File: src/common/dsphy_regs.vh
// Constants for the data-strobe PHY transmit/receive data path.
// Assumes the includer works in the reference-clock domain.
`ifndef DSPHY_REGS_VH
`define DSPHY_REGS_VH

// ----------------------------------------------------------------
// Clock plan
// ----------------------------------------------------------------
`define DSPHY_XTAL_KHZ      24576
`define DSPHY_REF_KHZ       393216
`define DSPHY_LINK_KHZ      49152
`define DSPHY_LINK_DIV      (`DSPHY_REF_KHZ / `DSPHY_LINK_KHZ)
`define DSPHY_PLL_MULT      (`DSPHY_REF_KHZ / `DSPHY_XTAL_KHZ)

// ----------------------------------------------------------------
// Speed codes, bits per link word, bit period mask
// ----------------------------------------------------------------
`define DSPHY_SPD_S100      2'h0
`define DSPHY_SPD_S200      2'h1
`define DSPHY_SPD_S400      2'h2
`define DSPHY_W_S100        4'h2
`define DSPHY_W_S200        4'h4
`define DSPHY_W_S400        4'h8
`define DSPHY_PER_S100      3'h3
`define DSPHY_PER_S200      3'h1
`define DSPHY_PER_S400      3'h0

// ----------------------------------------------------------------
// Reset values
// ----------------------------------------------------------------
`define DSPHY_RST_BYTE      8'h00
`define DSPHY_RST_BIT       1'h0
`define DSPHY_RST_OE_B      1'h1
// Divider rests on its last count, so a restart opens a whole link period
`define DSPHY_RST_CNT       3'h7

`endif

File: src/rtl/dsphy_datapath.v
// Data-strobe PHY data path: link word latch, serializer, DS encoder,
// DS decoder, resynchronizer, repeater and link-side isolation coding.
// Assumes clock is the PLL reference (one cable bit time at S400) and
// that arbitration logic on the same clock supplies rx_active/rx_port.
//
// Behaviour
// RQ1 - Drive a continuous link clock; all link data is synchronous to it.
// RQ2 - Reference comes from crystal via PLL; divided down for bit timing.
// RQ3 - Power-down stops PLL and everything except B-pair bias detectors.
// RQ4 - Disabled, suspended or disconnected ports have transmitter, receiver off.
// RQ5 - Isolation select high: link-side outputs are plain levels.
// RQ6 - Isolation select low: link-side outputs are edge coded for barriers.
// RQ7 - Link presents transmit data on 2, 4 or 8 lines by speed.
// RQ8 - Transmit data is latched on the link clock.
// RQ9 - Latched bits are serialized and DS encoded at S100/S200/S400.
// RQ10 - Encoded data drives TPB, encoded strobe drives TPA on active ports.
// RQ11 - Receiving port has both transmitters off and receivers on.
// RQ12 - Received data comes from TPA, received strobe from TPB.
// RQ13 - Decoder recovers bit clock and serial bits from data and strobe.
// RQ14 - Recovered data is resynchronized into the link clock domain.
// RQ15 - Receive words go to the link at 2, 4 or 8 bits by speed.
// RQ16 - Received bits are repeated on every other active connected port.
// RQ17 - Data lines are two-way; each side drives only its own direction.
// RQ18 - One of data or strobe changes per bit; clock is data xor strobe.
// RQ19 - Narrow speeds use lowest lines; unused lines are ignored on transmit.
module dsphy_datapath
#(
    parameter NPORT = 3
)
(
    // Clock and reset
    input  wire             clock,
    input  wire             rst_b,
    // Pins: power down and isolation select (low enables coding)
    input  wire             power_down_input,
    input  wire             iso_select_b,
    // Clocks and PLL control
    output reg              link_clock_out,
    output reg              pll_run,
    // Link data lines, split into in, out and active-low enable
    input  wire [7:0]       link_data_lines_in,
    output reg  [7:0]       link_data_lines_out,
    output reg  [7:0]       link_data_lines_oe_b,
    // Link transmit control, same clock domain
    input  wire             tx_valid,
    input  wire [1:0]       tx_speed,
    // Link receive status
    output reg              rx_valid,
    output reg  [1:0]       rx_speed_out,
    // Arbitration inputs, same clock domain
    input  wire             rx_active,
    input  wire [1:0]       rx_port,
    input  wire [1:0]       rx_speed,
    // Port state
    input  wire [NPORT-1:0] port_connected,
    input  wire [NPORT-1:0] port_disabled,
    input  wire [NPORT-1:0] port_suspended,
    // Cable receive comparators
    input  wire [NPORT-1:0] tpa_rx,
    input  wire [NPORT-1:0] tpb_rx,
    // Cable drivers (enables active low), then active-high receiver and bias detector enables
    output reg  [NPORT-1:0] tpa_tx,
    output reg  [NPORT-1:0] tpa_tx_oe_b,
    output reg  [NPORT-1:0] tpb_tx,
    output reg  [NPORT-1:0] tpb_tx_oe_b,
    output reg  [NPORT-1:0] rx_enable,
    output reg  [NPORT-1:0] bias_detect_en
);

`include "dsphy_regs.vh"

    localparam SW = 2 + 2 * NPORT;
    localparam integer LINK_LAST_I = `DSPHY_LINK_DIV - 1;
    localparam integer LINK_HALF_I = `DSPHY_LINK_DIV / 2;
    localparam [2:0]   LINK_LAST   = LINK_LAST_I[2:0];
    localparam [2:0]   LINK_HALF   = LINK_HALF_I[2:0];
    // Idle pattern of the pin stages, so iso select cannot blink at reset
    localparam [SW-1:0] SYNC_IDLE  = {1'b0, 1'b1, {(2*NPORT){1'b0}}};

    // ------------------------------------------------------------
    // Speed helpers
    // ------------------------------------------------------------
    function [3:0] spd_width;
        input [1:0] spd;
        begin
            case (spd)
                `DSPHY_SPD_S100: spd_width = `DSPHY_W_S100;
                `DSPHY_SPD_S200: spd_width = `DSPHY_W_S200;
                default:         spd_width = `DSPHY_W_S400;
            endcase
        end
    endfunction

    function [2:0] spd_per;
        input [1:0] spd;
        begin
            case (spd)
                `DSPHY_SPD_S100: spd_per = `DSPHY_PER_S100;
                `DSPHY_SPD_S200: spd_per = `DSPHY_PER_S200;
                default:         spd_per = `DSPHY_PER_S400;
            endcase
        end
    endfunction

    // ------------------------------------------------------------
    // Pin synchronizers
    // ------------------------------------------------------------
    reg  [SW-1:0]    s1_reg;
    reg  [SW-1:0]    s2_reg;
    reg  [SW-1:0]    s3_reg;
    reg  [SW-1:0]    filt_reg;
    wire [SW-1:0]    agree;
    wire             pd;
    wire             iso_hi;
    wire [NPORT-1:0] tpa_f;
    wire [NPORT-1:0] tpb_f;

    assign agree  = ~(s2_reg ^ s3_reg);
    assign pd     = filt_reg[SW-1];
    assign iso_hi = filt_reg[SW-2];
    assign tpa_f  = filt_reg[2*NPORT-1:NPORT];
    assign tpb_f  = filt_reg[NPORT-1:0];

    // Three stages; a level counts only once stages two and three agree
    always @(posedge clock)
    begin
        if (!rst_b)
        begin
            s1_reg   <= SYNC_IDLE;
            s2_reg   <= SYNC_IDLE;
            s3_reg   <= SYNC_IDLE;
            filt_reg <= SYNC_IDLE;
        end
        else
        begin
            s1_reg   <= {power_down_input, iso_select_b, tpa_rx, tpb_rx};
            s2_reg   <= s1_reg;
            s3_reg   <= s2_reg;
            filt_reg <= (s3_reg & agree) | (filt_reg & ~agree);
        end
    end

    // ------------------------------------------------------------
    // Link clock divider
    // ------------------------------------------------------------
    reg  [2:0] div_cnt_reg;
    wire       link_tick;

    assign link_tick = (div_cnt_reg == LINK_LAST);

    // Reference divided down; frozen in power down with the PLL
    always @(posedge clock)
    begin
        if (!rst_b)
        begin
            div_cnt_reg    <= `DSPHY_RST_CNT;
            link_clock_out <= `DSPHY_RST_BIT;
            pll_run        <= `DSPHY_RST_BIT;
        end
        else
        begin
            pll_run <= ~pd;                              // [RQ2] [RQ3]
            if (pd)
            begin
                div_cnt_reg    <= `DSPHY_RST_CNT;        // [RQ3]
                link_clock_out <= `DSPHY_RST_BIT;
            end
            else
            begin
                div_cnt_reg    <= div_cnt_reg + 3'h1;    // [RQ2]
                link_clock_out <= (div_cnt_reg + 3'h1) < LINK_HALF; // [RQ1]
            end
        end
    end

    // ------------------------------------------------------------
    // Transmit latch and serializer
    // ------------------------------------------------------------
    reg  [7:0]       tx_shift_reg;
    reg  [1:0]       tx_spd_reg;
    reg              tx_on_reg;
    wire [7:0]       tx_mask;
    wire             tx_bit_evt;
    wire [NPORT-1:0] port_ok;

    // Lines above the speed's width are don't-care from the link
    assign tx_mask    = (8'h01 << spd_width(tx_speed)) - 8'h01; // [RQ19]
    assign tx_bit_evt = tx_on_reg &
        ((div_cnt_reg & spd_per(tx_spd_reg)) == spd_per(tx_spd_reg));
    assign port_ok    = port_connected & ~port_disabled & ~port_suspended;

    // Word loads on the same link edge that sends out the last bit of the word before it
    always @(posedge clock)
    begin
        if (!rst_b || pd)
        begin
            tx_shift_reg <= `DSPHY_RST_BYTE;
            tx_spd_reg   <= `DSPHY_SPD_S100;
            tx_on_reg    <= `DSPHY_RST_BIT;
        end
        else if (link_tick)
        begin
            tx_shift_reg <= link_data_lines_in & tx_mask;  // [RQ7] [RQ8]
            tx_spd_reg   <= tx_speed;
            tx_on_reg    <= tx_valid & ~rx_active;
        end
        else if (tx_bit_evt)
            tx_shift_reg <= {1'b0, tx_shift_reg[7:1]};     // [RQ9]
    end

    // ------------------------------------------------------------
    // Receive decoder
    // ------------------------------------------------------------
    reg        rx_x_reg;
    reg  [7:0] rx_shift_reg;
    reg  [3:0] rx_cnt_reg;
    reg  [7:0] rx_hold_reg;
    reg        rx_full_reg;
    wire       rx_d;
    wire       rx_s;
    wire       rx_evt;
    wire       rx_done;
    reg  [7:0] rx_word;

    assign rx_d    = tpa_f[rx_port];                        // [RQ12]
    assign rx_s    = tpb_f[rx_port];
    assign rx_evt  = rx_active & ~pd & ((rx_d ^ rx_s) != rx_x_reg); // [RQ13]
    assign rx_done = rx_evt & ((rx_cnt_reg + 4'h1) == spd_width(rx_speed));

    // Recovered bit dropped into its slot, first bit lowest
    always @*
    begin
        rx_word = rx_shift_reg;
        rx_word[rx_cnt_reg[2:0]] = rx_d;
    end

    // Bit clock is each change of data xor strobe
    always @(posedge clock)
    begin
        if (!rst_b || pd || !rx_active)
        begin
            rx_x_reg     <= rx_d ^ rx_s;
            rx_shift_reg <= `DSPHY_RST_BYTE;
            rx_cnt_reg   <= 4'h0;
        end
        else if (rx_evt)
        begin
            rx_x_reg <= rx_d ^ rx_s;                        // [RQ18]
            if (rx_done)
            begin
                rx_shift_reg <= `DSPHY_RST_BYTE;
                rx_cnt_reg   <= 4'h0;
            end
            else
            begin
                rx_shift_reg <= rx_word;
                rx_cnt_reg   <= rx_cnt_reg + 4'h1;
            end
        end
    end

    // Holding word crosses to the link edge; a new word beats the drain
    always @(posedge clock)
    begin
        if (!rst_b || pd)
        begin
            rx_hold_reg <= `DSPHY_RST_BYTE;
            rx_full_reg <= `DSPHY_RST_BIT;
        end
        else if (rx_done)
        begin
            rx_hold_reg <= rx_word;                         // [RQ14]
            rx_full_reg <= 1'b1;
        end
        else if (link_tick)
            rx_full_reg <= 1'b0;
    end

    // ------------------------------------------------------------
    // Encoder and port drivers
    // ------------------------------------------------------------
    reg              enc_d_reg;
    reg              enc_s_reg;
    reg              enc_d_next;
    reg              enc_s_next;
    reg  [NPORT-1:0] drv_next;
    reg  [NPORT-1:0] rxp_hot;
    wire             enc_evt;
    wire             enc_bit;

    // Repeating shares the encoder and wins; local transmit words are dropped while rx_active
    assign enc_evt = rx_active ? rx_evt : tx_bit_evt;
    assign enc_bit = rx_active ? rx_d : tx_shift_reg[0];    // [RQ16]

    // Strobe flips only when the data bit repeats
    always @*
    begin
        enc_d_next = enc_d_reg;
        enc_s_next = enc_s_reg;
        rxp_hot    = {{(NPORT-1){1'b0}}, 1'b1} << rx_port;
        if (enc_evt)
        begin
            enc_d_next = enc_bit;                           // [RQ9]
            enc_s_next = enc_s_reg ^ (enc_bit == enc_d_reg); // [RQ18]
        end
        if (pd)
            drv_next = {NPORT{1'b0}};                       // [RQ3]
        else if (rx_active)
            drv_next = port_ok & ~rxp_hot;                  // [RQ11] [RQ16]
        else if (tx_on_reg)
            drv_next = port_ok;                             // [RQ4] [RQ10]
        else
            drv_next = {NPORT{1'b0}};
    end

    // Cable driver and receiver enables, all from flops
    always @(posedge clock)
    begin
        if (!rst_b)
        begin
            enc_d_reg      <= `DSPHY_RST_BIT;
            enc_s_reg      <= `DSPHY_RST_BIT;
            tpa_tx         <= {NPORT{1'b0}};
            tpb_tx         <= {NPORT{1'b0}};
            tpa_tx_oe_b    <= {NPORT{`DSPHY_RST_OE_B}};
            tpb_tx_oe_b    <= {NPORT{`DSPHY_RST_OE_B}};
            rx_enable      <= {NPORT{1'b0}};
            bias_detect_en <= {NPORT{1'b1}};
        end
        else
        begin
            enc_d_reg      <= enc_d_next;
            enc_s_reg      <= enc_s_next;
            tpb_tx         <= {NPORT{enc_d_next}} & drv_next; // [RQ10]
            tpa_tx         <= {NPORT{enc_s_next}} & drv_next;
            tpa_tx_oe_b    <= ~drv_next;                    // [RQ4]
            tpb_tx_oe_b    <= ~drv_next;
            rx_enable      <= (pd || !rx_active) ? {NPORT{1'b0}} :
                              (port_ok & rxp_hot);          // [RQ4] [RQ11]
            bias_detect_en <= {NPORT{1'b1}};                // [RQ3]
        end
    end

    // ------------------------------------------------------------
    // Link-side outputs and isolation coding
    // ------------------------------------------------------------
    reg  [7:0] lvl_data_reg;
    reg        lvl_valid_reg;
    wire [7:0] lvl_data_next;
    wire       lvl_valid_next;

    assign lvl_data_next  = rx_full_reg ? rx_hold_reg : `DSPHY_RST_BYTE;
    assign lvl_valid_next = rx_full_reg;

    // Edge coding gives one pulse per change, so a barrier passes it
    always @(posedge clock)
    begin
        if (!rst_b || pd)
        begin
            lvl_data_reg         <= `DSPHY_RST_BYTE;
            lvl_valid_reg        <= `DSPHY_RST_BIT;
            link_data_lines_out  <= `DSPHY_RST_BYTE;
            link_data_lines_oe_b <= {8{`DSPHY_RST_OE_B}};
            rx_valid             <= `DSPHY_RST_BIT;
            rx_speed_out         <= `DSPHY_SPD_S100;
        end
        else if (link_tick)
        begin
            lvl_data_reg         <= lvl_data_next;          // [RQ15]
            lvl_valid_reg        <= lvl_valid_next;
            rx_speed_out         <= rx_speed;
            link_data_lines_oe_b <= {8{~rx_active}};        // [RQ17]
            if (iso_hi)
            begin
                link_data_lines_out <= lvl_data_next;       // [RQ5]
                rx_valid            <= lvl_valid_next;
            end
            else
            begin
                link_data_lines_out <= lvl_data_next ^ lvl_data_reg; // [RQ6]
                rx_valid            <= lvl_valid_next ^ lvl_valid_reg;
            end
        end
    end

endmodule

File: config.mk
export PLATFORM = sky130hd
export DESIGN_NAME = dsphy_datapath
export DESIGN_NICKNAME = d
export VERILOG_FILES = /design/src/rtl/dsphy_datapath.v
export VERILOG_INCLUDE_DIRS = /design/src /design/src/common
export SDC_FILE = /design/constraint.sdc
export NUM_CORES = 1
export LEC_CHECK = 0
export BUFFER_PORTS_ARGS = -buffer_cell sky130_fd_sc_hd__buf_2
export CAP_MARGIN = 40
export CORE_MARGIN = 4
export CORE_UTILIZATION = 35
export CTS_CLUSTER_DIAMETER = 80
export DETAILED_ROUTE_END_ITERATION = 6
export GPL_ROUTABILITY_DRIVEN = 0
export PLACE_DENSITY = 0.6
export SYNTH_ARGS = -nofsm -noshare
export SYNTH_HDL_FRONTEND = slang
export SYNTH_SLANG_ARGS = --single-unit
File: constraint.sdc
create_clock -name clock -period 3.1 [get_ports clock]
set_input_delay 0.31 -clock clock [delete_from_list [all_inputs] [get_ports clock]]
set_output_delay 0.31 -clock clock [all_outputs]
set_load 0.01 [all_outputs]
# Word-level counts from Yosys, hierarchy flattened
# Index checks and enable logic that the tools add are counted.
# word_totals
register_bits	105
word_cells	116
output_inout_bits	39
in_bits	35
# classes
n_bitwise	30
shifts	2
reduce_logical	14
add_sub_neg	3
n_lt_le_gt_ge	4
mux	28
n_eq_ne	8
# op_table
op	n
2-to-1 mux 8 bit	5
AND 8 bit	3
AND 3 bit	7
NOT 8 bit	2
case mux 4 bit (2 select lines)	2
bitwise XOR 8 bit	2
2-to-1 mux 1 bit	12
NOT 3 bit	4
2-to-1 mux 3 bit	3
bitwise mux 8 bit	1
OR 8 bit	1
<< shifter 1 x 4 -> 8 bit, first input constant	1
subtractor 8 x 1 -> 8 bit, second input constant	1
equality test 2 x 1 -> 1 bit, second input constant	3
logical NOT 2 bit	3
nonzero test 2 bit	3
AND 1 bit	5
adder 4 x 1 -> 4 bit, second input constant	1
binary-select mux 1 bit (select 2 bit)	2
equality test 4 bit	1
less-than comparator 3 x 4 -> 1 bit, second input constant	1
2-to-1 mux 4 bit	1
case mux 2 bit (2 select lines)	1
OR reduction 2 bit	2
other kinds (15)	22

# Depth between registers and ports, before layout
# Gate-level depths: netlist of the first run.
# logic_depth
word_depth	8
mapped_depth	8
mapped_depth_nobuf	7

# Worst setup path before layout of the first run
# No wires, ideal clock.
# synth_path
path_type	input to register
start	in rx_port[1]
end	reg rx_hold_reg[0]
t_required_ps	3013
setup_time_ps	87
slack_ps	1016
cell_stages	8
path_buffers	2
arrival_time_ps	1997
cell_sequence	buf_4 > mux2i_1 > mux2i_2 > a21oi_2 > nand2b_4 > or3_1 > buf_2 > o31ai_1
# synth_via
elab_chain_cells	6
elab_cells_between_ends	9
cone_classes	1 x eq/ne; 5 x mux; 3 x bitwise
# synth_lines
element	line	text
from (decl)	dsphy_datapath.v:52	input wire [1:0] rx_port,
binary-select mux 1 bit (select 2 bit), on equally long branches	dsphy_datapath.v:225, dsphy_datapath.v:226	
2-to-1 mux 1 bit, on equally long branches	dsphy_datapath.v:225, dsphy_datapath.v:226	
bitwise XOR 1 bit	dsphy_datapath.v:227	assign rx_evt = rx_active & ~pd & ((rx_d ^ rx_s) != rx_x_reg);
inequality test 1 bit	dsphy_datapath.v:227	
AND 1 bit	dsphy_datapath.v:227	
AND 1 bit	dsphy_datapath.v:228	assign rx_done = rx_evt & ((rx_cnt_reg + 4'h1) == spd_width(rx_speed));
to (signal assigned)	dsphy_datapath.v:267	rx_hold_reg <= `DSPHY_RST_BYTE;
to (signal assigned)	dsphy_datapath.v:272	rx_hold_reg <= rx_word;
to (decl)	dsphy_datapath.v:217	reg [7:0] rx_hold_reg;
# Parallel ways exist; a longest one is shown, timed or not. The select of a mux whose other input is x is not followed.
# A chain may end at the register's enable or synchronous reset.

# Worst setup path in the final report of the first run
# layout_path
start	reg rx_cnt_reg[0]
end	reg rx_hold_reg[4]
# layout_via
elab_chain_cells	5
elab_cells_between_ends	9
cone_classes	1 x add/sub; 2 x order compare; 1 x eq/ne; 3 x mux; 1 x bitwise; 1 x reduce/logical
# layout_lines
element	line	text
from (decl)	dsphy_datapath.v:216	reg [3:0] rx_cnt_reg;
from (signal assigned)	dsphy_datapath.v:257	rx_cnt_reg <= rx_cnt_reg + 4'h1;
less-than comparator 3 x 4 -> 1 bit (implied by the code) / greater-or-equal comparator 3 x 1 -> 1 bit (equally long branches)	dsphy_datapath.v:234	rx_word[rx_cnt_reg[2:0]] = rx_d;
logical AND 1 bit (implied by the code)	dsphy_datapath.v:234	
2-to-1 mux 1 bit (implied by the code)	dsphy_datapath.v:234	
demux 1 bit (select 3 bit)	dsphy_datapath.v:234	
bitwise mux 8 bit	dsphy_datapath.v:234	
# Parallel ways exist; a longest one is shown, timed or not.

==> summary.md, run 1 <==
| Metric | Value |
|---|---|
| Diode count | 0 |
| Maximum clock frequency | between 0.3 and 0.4 GHz |
| Max-cap violations | 0 |
| Fin crit share | between 80% and 90% |
| GR Util met2 | between 20% and 30% |
| Avg Vias per Cell | 4.777 |
| GRT busiest layer | met2 |
| Number of global-route vias before repair | roughly 3000 |
| Crit. End Element | flop |
| Worst setup path class | reg -> reg |
| Crit path time final | ~2.6 ns |
| Worst Skew | 0.01177 ns |
| Synthesized area per cell | 9.073 sq um |
| Layout cells sized above 1 | 19.54% |
| Core box area | between 0.01 and 0.015 sq mm |
| CP max FO | 12 |
| Final setup violating endpoints | 0 |
| Total Routing Usage GR | 12.39% |
| First-pass GRT wire length | between 10000 and 15000 microns |
| Post-synth top cells | 104 x dfxtp_1, 55 x nor2_1, 37 x nand2_1, 30 x a21oi_1, 26 x clkbuf_1 |
| Antenna violations before repair | 1 |
| CTS Buf Count | 9 |
| M3 GR Usage | between 4 and 5% |
| Worst slack, placed | ~0.6 ns |
| Die X | 119.3 microns |
| Static Leak | a little under 2 nW |
| Setup TNS | 0 ns |
| Top cells by area, synth | dfxtp_1 48%, nor2_1 4.8%, a21oi_1 3.5% |
| Worst slew margin | between 50% and 60% |
| GRT overflow | 0 |
| Bufs and invs on worst path | 1 |
| Clk Latency, worst-skew pair | ~0.35 ns |
| Most frequent cell after synthesis | dfxtp_1 |
| CP top delay family | simple AND/OR/NAND/NOR gates |
| CP peak stage delay | 0.56 ns |
| Final Hold Fails | 0 |
| Router iterations before antenna repair | 5 |
| Arrival @ worst endpoint | 2.82 ns |
| Post-CTS resize count | 0 |
| Outcome | finished clean |
| Least-Margin Pin Slew | 0.6461 ns |
| CP Launch Type | flop |
| Unrepaired setup endpoints after global routing | false |
| Most common flop cell mapped by yosys | dfxtp_1 |
| Layout Utilization | approximately two fifths |
| GR Util met1 | between 10% and 20% |
| Area Overhead vs Synth | 16.45% |
| DR vias | about 3300 |
| Initial Utilization | 35.95% |
| Port bufs | 70 |
| CTS tree | built |
| Largest area contributor in the netlist | dfxtp_1 |
| Reg area | about 0.0021 sq mm |
| Drt initial violations | 200 |
| Hold crit path type | in -> reg |
| Final nets | roughly 560 |
| CP max-delay cell | dfxtp_1 |
| Syn Inst Count | between 400 and 500 |
| Multi-input combinational cell area | 0.001978 sq mm |
| Clock-pin slew on the worst setup and hold paths | around 0.070 ns |
| Clk sinks | 105 |
| Die Height | approximately 120 microns |
| Die ar. | about 0.014 sq mm |
| DR WL/cell | about 13 microns |
| Seq cells post-synth | 105 |
| H-tree depth | 3 |
| Std-Cell Rows | 40 |
| Ys async rst share | 0% |
| Hpwl dp | about 6200 microns |
| Final WL | a little under 9000 microns |
| CP required | ~3.4 ns |
| Root Buffer | clkbuf_16 |
| Synth top area share | between 40 and 50% |
| PwrDens | 573.1 mW/mm^2 |
| Distinct cells, synth | 53 |
| Peak supply drop | roughly 0.29 mV |
| Max-slew violations | 0 |
| Setup WS post-layout | approximately 0.53 ns |
| Synthesis Warnings | 0 |
| Routed Antenna Nets | 0 |
| Worst-path cell chain | ha_1 > xor2_1 > and3b_1 > o211a_1 > o21ai_1 > buf_4 > or3_1 > o31ai_1 |
| Mapped Area | between 0.004 and 0.005 sq mm |
| Max clock buf depth | 2 |
| Post-synth EDFFs | 1 |
| DRC Markers | 0 |
| Io pins | 74 |
| Setup Buffers After CTS | 0 |
| Fill cell count | between 1000 and 1500 |
| Post-CTS Hold Buffers | 0 |
| Pin count of the biggest net entering global routing | 45 |
| Seq/Total Area, Yosys | approximately 50% |
-- power breakdown --
part	switching [mW]	total, mW	leakage, nW	internal, mW
clock	0.490	1.14	0.150	0.650
sequential	0.0302	1.44	0.859	1.41
combinational	0.178	0.315	0.941	0.137
total	0.698	2.89	1.95	2.20
-- cells by family after synthesis --
kind of cell | Yosys count | synth area share [%]
simple gates | 186 | 22.01
xor+xnor | 15 | 3.029
other cells | 1 | 0.08647
flops | 105 | 48.70
mux | 16 | 3.779
buf+inv | 52 | 5.914
compound gates | 100 | 15.61
fa+ha+maj | 3 | 0.8656
-- area by class of cell --
cell class	instances	share of cell area, %
Tap cell	168	4.163
Timing Repair Buffer	77	8.375
Clock inverter	5	1.214
Clock buffer	10	4.732
Multi-Input combinational cell	323	39.17
Inverter	7	0.5203
Sequential cell	105	41.82
-- final timing paths --
check                                                 from                           to  slack [ns]  cells past startpoint
worst max-delay path            rx_cnt_reg[0]$_SDFFE_PP0P_  rx_hold_reg[4]$_SDFFE_PP0P_        0.53                      8
worst min-delay path                          iso_select_b         s1_reg[6]$_SDFF_PN1_        0.15                      2
worst min register to register   div_cnt_reg[0]$_SDFF_PP1_    div_cnt_reg[0]$_SDFF_PP1_        0.41                      1
worst max register to register  rx_cnt_reg[0]$_SDFFE_PP0P_  rx_hold_reg[4]$_SDFFE_PP0P_        0.53                      8
-- layout by cell type, fill, tap and decap left out, types with 2 or more instances in the layout --
cell,instances
a211oi_1,11
a21oi_1,30
a31oi_1,6
and2_1,22
buf_2,70
buf_4,6
clkbuf_16,9
conb_1,3
dfxtp_1,104
ha_1,2
inv_1,6
inv_6,3
mux2i_1,15
nand2_1,37
nand2b_1,24
nand3_1,16
nand3b_1,6
nor2_1,55
nor2b_1,4
nor3_1,3
nor3b_1,5
o21a_1,2
o21ai_0,12
o21ai_1,4
o311ai_0,2
o311ai_1,7
o31ai_1,9
o32ai_1,8
or2_2,3
xnor2_1,11
xor2_1,4
-- per-stage QoR --
step	hold WS, ns	instance area, sq um	total power [mW]	std cells
after detailed placement	0.3932	4750	1.790	680
after global routing	0.1449	5050	3.041	695
after floorplan	0.3758	4344	1.687	480
after global placement	0.3835	4722	1.767	679
final	0.1498	5050	2.894	695
after CTS	0.1381	5050	2.940	695
-- worst register-to-register path: stages (launching register included) --
cell and delay [ns]:
dfxtp_1 0.56, ha_1 0.30, xor2_1 0.24, and3b_1 0.20, o211a_1 0.15, o21ai_1 0.06
buf_4 0.20, or3_1 0.46, o31ai_1 0.31
-- layer usage --
layer  wire, microns  vias to the layer above  share of wire [%]
met5              13                        -               0.15
met4             110                        2                1.3
met3             470                       13                5.4
met2            4217                       59                 48
met1            3920                     1523                 45
li1                -                     1723                  -
Power figures use the tool's default switching activity.
==> run 2: changes to the inputs <==
ABC_AREA = 1   (was not set)
PLACE_DENSITY = 0.62   (was 0.6)
clock period = 2.3 ns   (was 3.1 ns; I/O delays follow)
==> run 2 against run 1 <==
Fmax up 34%. Sequential power up 37%. Total power up 34%. Wire length up 1.6%. Register-to-register slack worse by 0.15 ns. Clock power up 29%. Design area up 1.0%. Global-route usage up 0.26 points. Setup slack worse by 0.15 ns. Critical path type unchanged.
==> summary.md, run 2 <==
| Metric | Value |
|---|---|
| Unrepaired setup endpoints after global routing | false |
| Crit. End Element | flop |
| Least-Margin Pin Slew | 0.5063 ns |
| Setup TNS | 0 ns |
| Antenna violations before repair | 0 |
| Final setup violating endpoints | 0 |
| Maximum clock frequency | roughly 0.52 GHz |
| Clk sinks | around 110 |
| Top cells by area, synth | dfxtp_1 47%, nand2_1 11%, inv_1 7.1% |
| Setup Buffers After CTS | 0 |
| Hpwl dp | roughly 6500 microns |
| Final nets | between 600 and 700 |
| Reg area | between 0.002 and 0.0025 sq mm |
| Fill cell count | 1237 |
| Post-synth EDFFs | 1 |
| CP required | 2.54 ns |
| Post-synth top cells | 135 x nand2_1, 104 x dfxtp_1, 83 x inv_1, 51 x nor2_1, 40 x a21oi_1 |
| Worst Skew | between 0.006 and 0.007 ns |
| Total power | slightly below 4 mW |
| Fin crit share | a little over four fifths |
| Worst slack, placed | ~0.25 ns |
| Outcome | finished clean |
| CP Launch Type | flop |
| Die ar. | around 0.014 sq mm |
| Drt initial violations | 337 |
| CTS Buf Count | 9 |
| Pin count of the biggest net entering global routing | 50 |
| Commonest cells after routing, fill and taps aside | 135 x nand2_1, 104 x dfxtp_1, 83 x inv_1 |
| Clock-pin slew on the worst setup and hold paths | 0.06 ns |
| Clk Latency, worst-skew pair | 0.35 ns |
| Max clock buf depth | 2 |
| Peak supply drop | around 0.32 mV |
| Seq/Total Area, Yosys | about 48% |
| Initial Utilization | a little over a third |
| DR WL/cell | around 11 microns |
| Final hold slack | slightly above 0.06 ns |
| Die X | 120.3 microns |
| Max-slew violations | 0 |
| Largest area contributor in the netlist | dfxtp_1 |
| Ys async rst share | 0% |
| Die Height | around 120 microns |
| DR vias | around 3600 |
| Worst slew margin | approximately 66% |
| Number of global-route vias before repair | about 3400 |
| Layout cells sized above 1 | between 10% and 20% |
| Final WL | between 8000 and 9000 microns |
| Worst setup path class | reg -> reg |
| Post-CTS Hold Buffers | 0 |
| Router iterations before antenna repair | 7 |
| Layout Utilization | between 40% and 50% |
| Most frequent cell after synthesis | nand2_1 |
| Arrival @ worst endpoint | about 2.2 ns |
| Crit path time final | about 1.9 ns |
| H-tree depth | 3 |
| Port bufs | 70 |
| Syn Inst Count | slightly below 600 |
| Final instance area | around 0.005 sq mm |
| Final Non-Filler Cells | 815 |
| Io pins | between 70 and 80 |
| Static Leak | 2.498 nW |
| DRC Markers | 0 |
| Hold crit path type | in -> reg |
| Synth top area share | between 40% and 50% |
| Total Routing Usage GR | between 10% and 20% |
| Multi-input combinational cell area | approximately 0.0018 sq mm |
| Final Hold Fails | 0 |
| Root Buffer | clkbuf_16 |
| Synthesized area per cell | between 7 and 8 sq um |
| CP max FO | 20 |
| Most common flop cell mapped by yosys | dfxtp_1 |
| Distinct cells, synth | 33 |
| Max-cap violations | 0 |
| Seq cells post-synth | ~110 |
| Area Overhead vs Synth | 15.53% |
| First-pass GRT wire length | roughly 15000 microns |
| CTS tree | built |
| Routed Antenna Nets | 0 |
| PwrDens | 758.9 mW/mm^2 |
| GRT overflow | 0 |
| Synthesis Warnings | 0 |
| Commonest non-fill, non-tap cell in the layout | nand2_1 |
| Dpl cells | ~800 |
| Area after DPL | approximately 0.0048 sq mm |
| Std-Cell Rows | 40 |
| Core box area | 0.01216 sq mm |
| Avg Vias per Cell | between 4 and 5 |
| Setup WS post-layout | 0.3819 ns |
| Mapped Area | 0.004415 sq mm |
-- run 2: cell count changes in the layout (fill, tap and decap cells not counted), moves of 10 or more --
cell      before  now
a211oi_1      11    0
a21oi_1       30   40
and2_1        22    0
inv_1          6   83
mux2i_1       15    0
nand2_1       37  135
nand2b_1      24    0
nand3_1       16   39
o21ai_0       12   36
-- run 2: layout make-up --
cell class                 instances  share of cell area, %
multi-input combinational        364                  34.68
clock buffer                      14                  5.568
inverter                          86                  6.377
sequential                       105                  41.40
timing repair buffer              75                  7.604
tap                              168                  4.121
clock inverter                     2                 0.1962
antenna                            1                0.04906
-- run 2: worst max-delay path: stages, from the launching register on --
cell,delay [ns]
dfxtp_1,0.38
ha_1,0.23
or2_1,0.22
nand3_1,0.08
nand2_1,0.05
inv_1,0.05
nand3_1,0.06
nor2_1,0.19
nand3_4,0.25
inv_4,0.23
nor3_2,0.06
-- run 2: report_power, final --
group	internal (mW)	switching, mW
Sequential	1.93	0.0532
Clock	0.849	0.623
Combinational	0.153	0.263
Total	2.93	0.939
-- run 2: logic make-up after synthesis --
kind of cell,synth area share [%]
AO/OA/AOI/OAI,10.65
XOR/XNOR,1.587
adder cells (fa/ha/maj),0.8502
buffers and inverters,12.44
flip-flops,47.83
other,0.08493
AND/OR/NAND/NOR,26.55
-- run 2: timing repair --
item                                    in CTS  in global routing
gates resized for setup                      0                  1
endpoints found under the hold margin        0                  0
endpoints found under the setup margin       0                 10
-- run 2: layer usage --
metal  global-route usage, %  vias up  routed length [microns]
li1                        -     1930                        -
met1                   15.08     1595                     3977
met2                   20.93       90                     4116
met3                   4.537       14                      606
met4                   4.816        0                      168
met5                       0        -                        0
-- run 2: final timing paths --
kind	start	depth (start not counted)	to	slack, ns
min reg2reg	s1_reg[4]$_SDFF_PN0_	2	s2_reg[4]$_SDFF_PN0_	0.41
min	power_down_input	3	s1_reg[7]$_SDFF_PN0_	0.06
max reg2reg	rx_cnt_reg[0]$_SDFFE_PP0P_	10	rx_shift_reg[3]$_SDFFE_PP0P_	0.38
max	rx_cnt_reg[0]$_SDFFE_PP0P_	10	rx_shift_reg[3]$_SDFFE_PP0P_	0.38
==> run 3: changes to the inputs <==
clock period = 1.6 ns   (was 2.3 ns; I/O delays follow)
==> run 3 against run 2 <==
The run now ends with setup timing left. Clock skew is 0.0017 ns higher. Count of clock-buffer cells in the layout down 1. Via count grew 2.3%. Highest routed layer unchanged. Flip-flop and latch count unchanged. Non-clock buffer count rose by 20.
==> summary.md, run 3 (synthesis gave the netlist of run 2 again) <==
| Metric | Value |
|---|---|
| CP Launch Type | flop |
| CP max-delay cell | dfxtp_2 |
| Bufs and invs on worst path | 2 |
| Static Leak | about 2.6 nW |
| Die Height | between 100 and 150 microns |
| Final setup violating endpoints | 20 |
| Number of global-route vias before repair | roughly 3400 |
| Max-cap violations | 0 |
| Worst Skew | between 0.007 and 0.008 ns |
| Core box area | between 0.01 and 0.015 sq mm |
| Diode count | 0 |
| Cell depth of the worst hold path | 4 |
| Failing checks | setup timing |
| Clk sinks | approximately 110 |
| Clk Latency, worst-skew pair | 0.35 ns |
| Area after DPL | roughly 0.0049 sq mm |
| Total Routing Usage GR | about an eighth |
| Final instance area | 0.005416 sq mm |
| Stages on worst setup path | 12 |
| Clk pwr share | roughly two fifths |
| Worst setup path class | reg -> reg |
| Drt initial violations | 268 |
| Peak supply drop | 0.4695 mV |
| Worst-path cell chain | ha_4 > or2_4 > nand3_2 > nand2_1 > inv_1 > nand3_2 > nor2_4 > nand3_4 > clkbuf_16 > nand2_2 > nand2_1 > nor2_1 |
| Clock-pin slew on the worst setup and hold paths | approximately 0.07 ns |
| Die ar. | around 0.014 sq mm |
| CP max FO | 8 |
| Routed Antenna Nets | 0 |
| CTS tree | built |
| Avg Vias per Cell | 4.452 |
| Maximum clock frequency | between 0.5 and 0.6 GHz |
| Root Buffer | clkbuf_16 |
| PwrDens | between 1000 and 1500 mW/mm^2 |
| Sw frac | around a quarter |
| Router iterations before antenna repair | 4 |
| GRT overflow | 0 |
| Psw | about 1.4 mW |
| Outcome | finished with violations |
| Commonest cells after routing, fill and taps aside | 132 x nand2_1, 102 x dfxtp_1, 83 x inv_1 |
| Cell internal pwr | approximately 4.4 mW |
| Commonest non-fill, non-tap cell in the layout | nand2_1 |
| Io pins | 74 |
| DR WL/cell | 10.92 microns |
| First-pass GRT wire length | approximately 15000 microns |
| Hpwl dp | around 6500 microns |
| Std-Cell Rows | 40 |
| R2R Setup Slk | -0.07 ns |
| Layout Utilization | around 45% |
| Logic pwr share | around 12% |
| CTS Buf Count | 9 |
| CP top delay family | simple AND/OR/NAND/NOR gates |
| Crit. End Element | flop |
| Arrival @ worst endpoint | 1.96 ns |
| Max-slew violations | 0 |
| Unrepaired setup endpoints after global routing | true |
| CP peak stage delay | 0.33 ns |
| H-tree depth | 3 |
| Crit path time final | approximately 1.7 ns |
| DR vias | about 3700 |
| Worst-case reg-to-reg path depth | 12 |
| Die X | 120.3 microns |
| Sequential power share | between 40% and 50% |
| CP required | 1.89 ns |
| Max clock buf depth | 2 |
| Hold crit path type | in -> reg |
| Final Non-Filler Cells | 834 |
| Final nets | ~700 |
| Antenna violations before repair | 0 |
| Dpl cells | around 810 |
| DRC Markers | 0 |
| Final WL | about 9100 microns |
| Initial Utilization | 36.31% |
| Pin count of the biggest net entering global routing | 50 |
| Final Hold Fails | 0 |
| Area Overhead vs Synth | 22.67% |
| Layout cells sized above 1 | between 20% and 30% |
| Fin crit share | 104.2% |
| Setup WS post-layout | -0.06774 ns |
| Port bufs | 70 |
==> run 3: cell count changes in the layout (fill, tap and decap cells not counted), sizes merged <==
cell | previous run | this run
buf | 75 | 86
dlygate4sd3 | 0 | 8
diode | 1 | 0
bufinv | 0 | 1
==> run 3: worst paths after layout <==
kind	start	to
worst min register to register	div_cnt_reg[0]$_SDFF_PP1_	div_cnt_reg[0]$_SDFF_PP1_
worst max-delay path	rx_cnt_reg[0]$_SDFFE_PP0P_	rx_hold_reg[0]$_SDFFE_PP0P_
worst max register to register	rx_cnt_reg[0]$_SDFFE_PP0P_	rx_hold_reg[0]$_SDFFE_PP0P_
worst min-delay path	port_suspended[1]	rx_enable[1]$_SDFF_PP0_
==> run 3: cell type report <==
class	count	area [sq um]
multi-input cells	364	1832
clock buffers	13	270.3
inverters	86	330.3
fillers	1211	6745
well taps	168	210.2
flip-flops and latches	105	2115
clock inverters	3	47.55
repair buffers	95	611.8
==> run 3: power by group through the flow <==
stage          sequential (mW)  combinational, mW  clock [mW]
4_1_cts                   2.85              0.659        2.34
3_5_place_dp              2.91              0.641           0
5_1_grt                   2.87              0.745        2.43
3_3_place_gp              2.90              0.626           0
6_report                  2.85              0.663        2.27
2_1_floorplan             2.92              0.427           0
==> run 3: worst reg2reg max path: cells and delay by family (launching register included) <==
kind,cells,cell delay (ns)
flip-flops,1,0.33
adder cells (fa/ha/maj),1,0.15
buffers and inverters,2,0.26
AND/OR/NAND/NOR,9,0.86
==> run 3: metal layers <==
layer  track usage (%)  vias up  wire [microns]
li1                  -     1969               -
met1             15.73     1638            4094
met2             21.36       92            4338
met3             4.116       14             552
met4             4.037        0             122
met5                 0        -               0
==> run 3: repair_timing <==
item,CTS,global route
buffers inserted,0,0
pin swaps,0,4
cloned,0,1
hold endpoints to repair,8,0
setup endpoints to repair,17,36
gates resized for setup,3,20
hold buffers,8,0
==> run 3: through the flow <==
| stage | total power [mW] | setup WS, ns | TNS [ns] | hold slack, ns |
|---|---|---|---|---|
| final | 5.783 | -0.06774 | -0.8677 | 0.07356 |
| after global routing | 6.043 | -0.1391 | -2.262 | 0.07616 |
| after CTS | 5.845 | -0.01513 | -0.06358 | 0.06807 |
| after detailed placement | 3.549 | -0.02475 | -0.2645 | 0.3463 |
| after global placement | 3.527 | 0.02206 | 0 | 0.3410 |
| after floorplan | 3.346 | 0.02478 | 0 | 0.2576 |
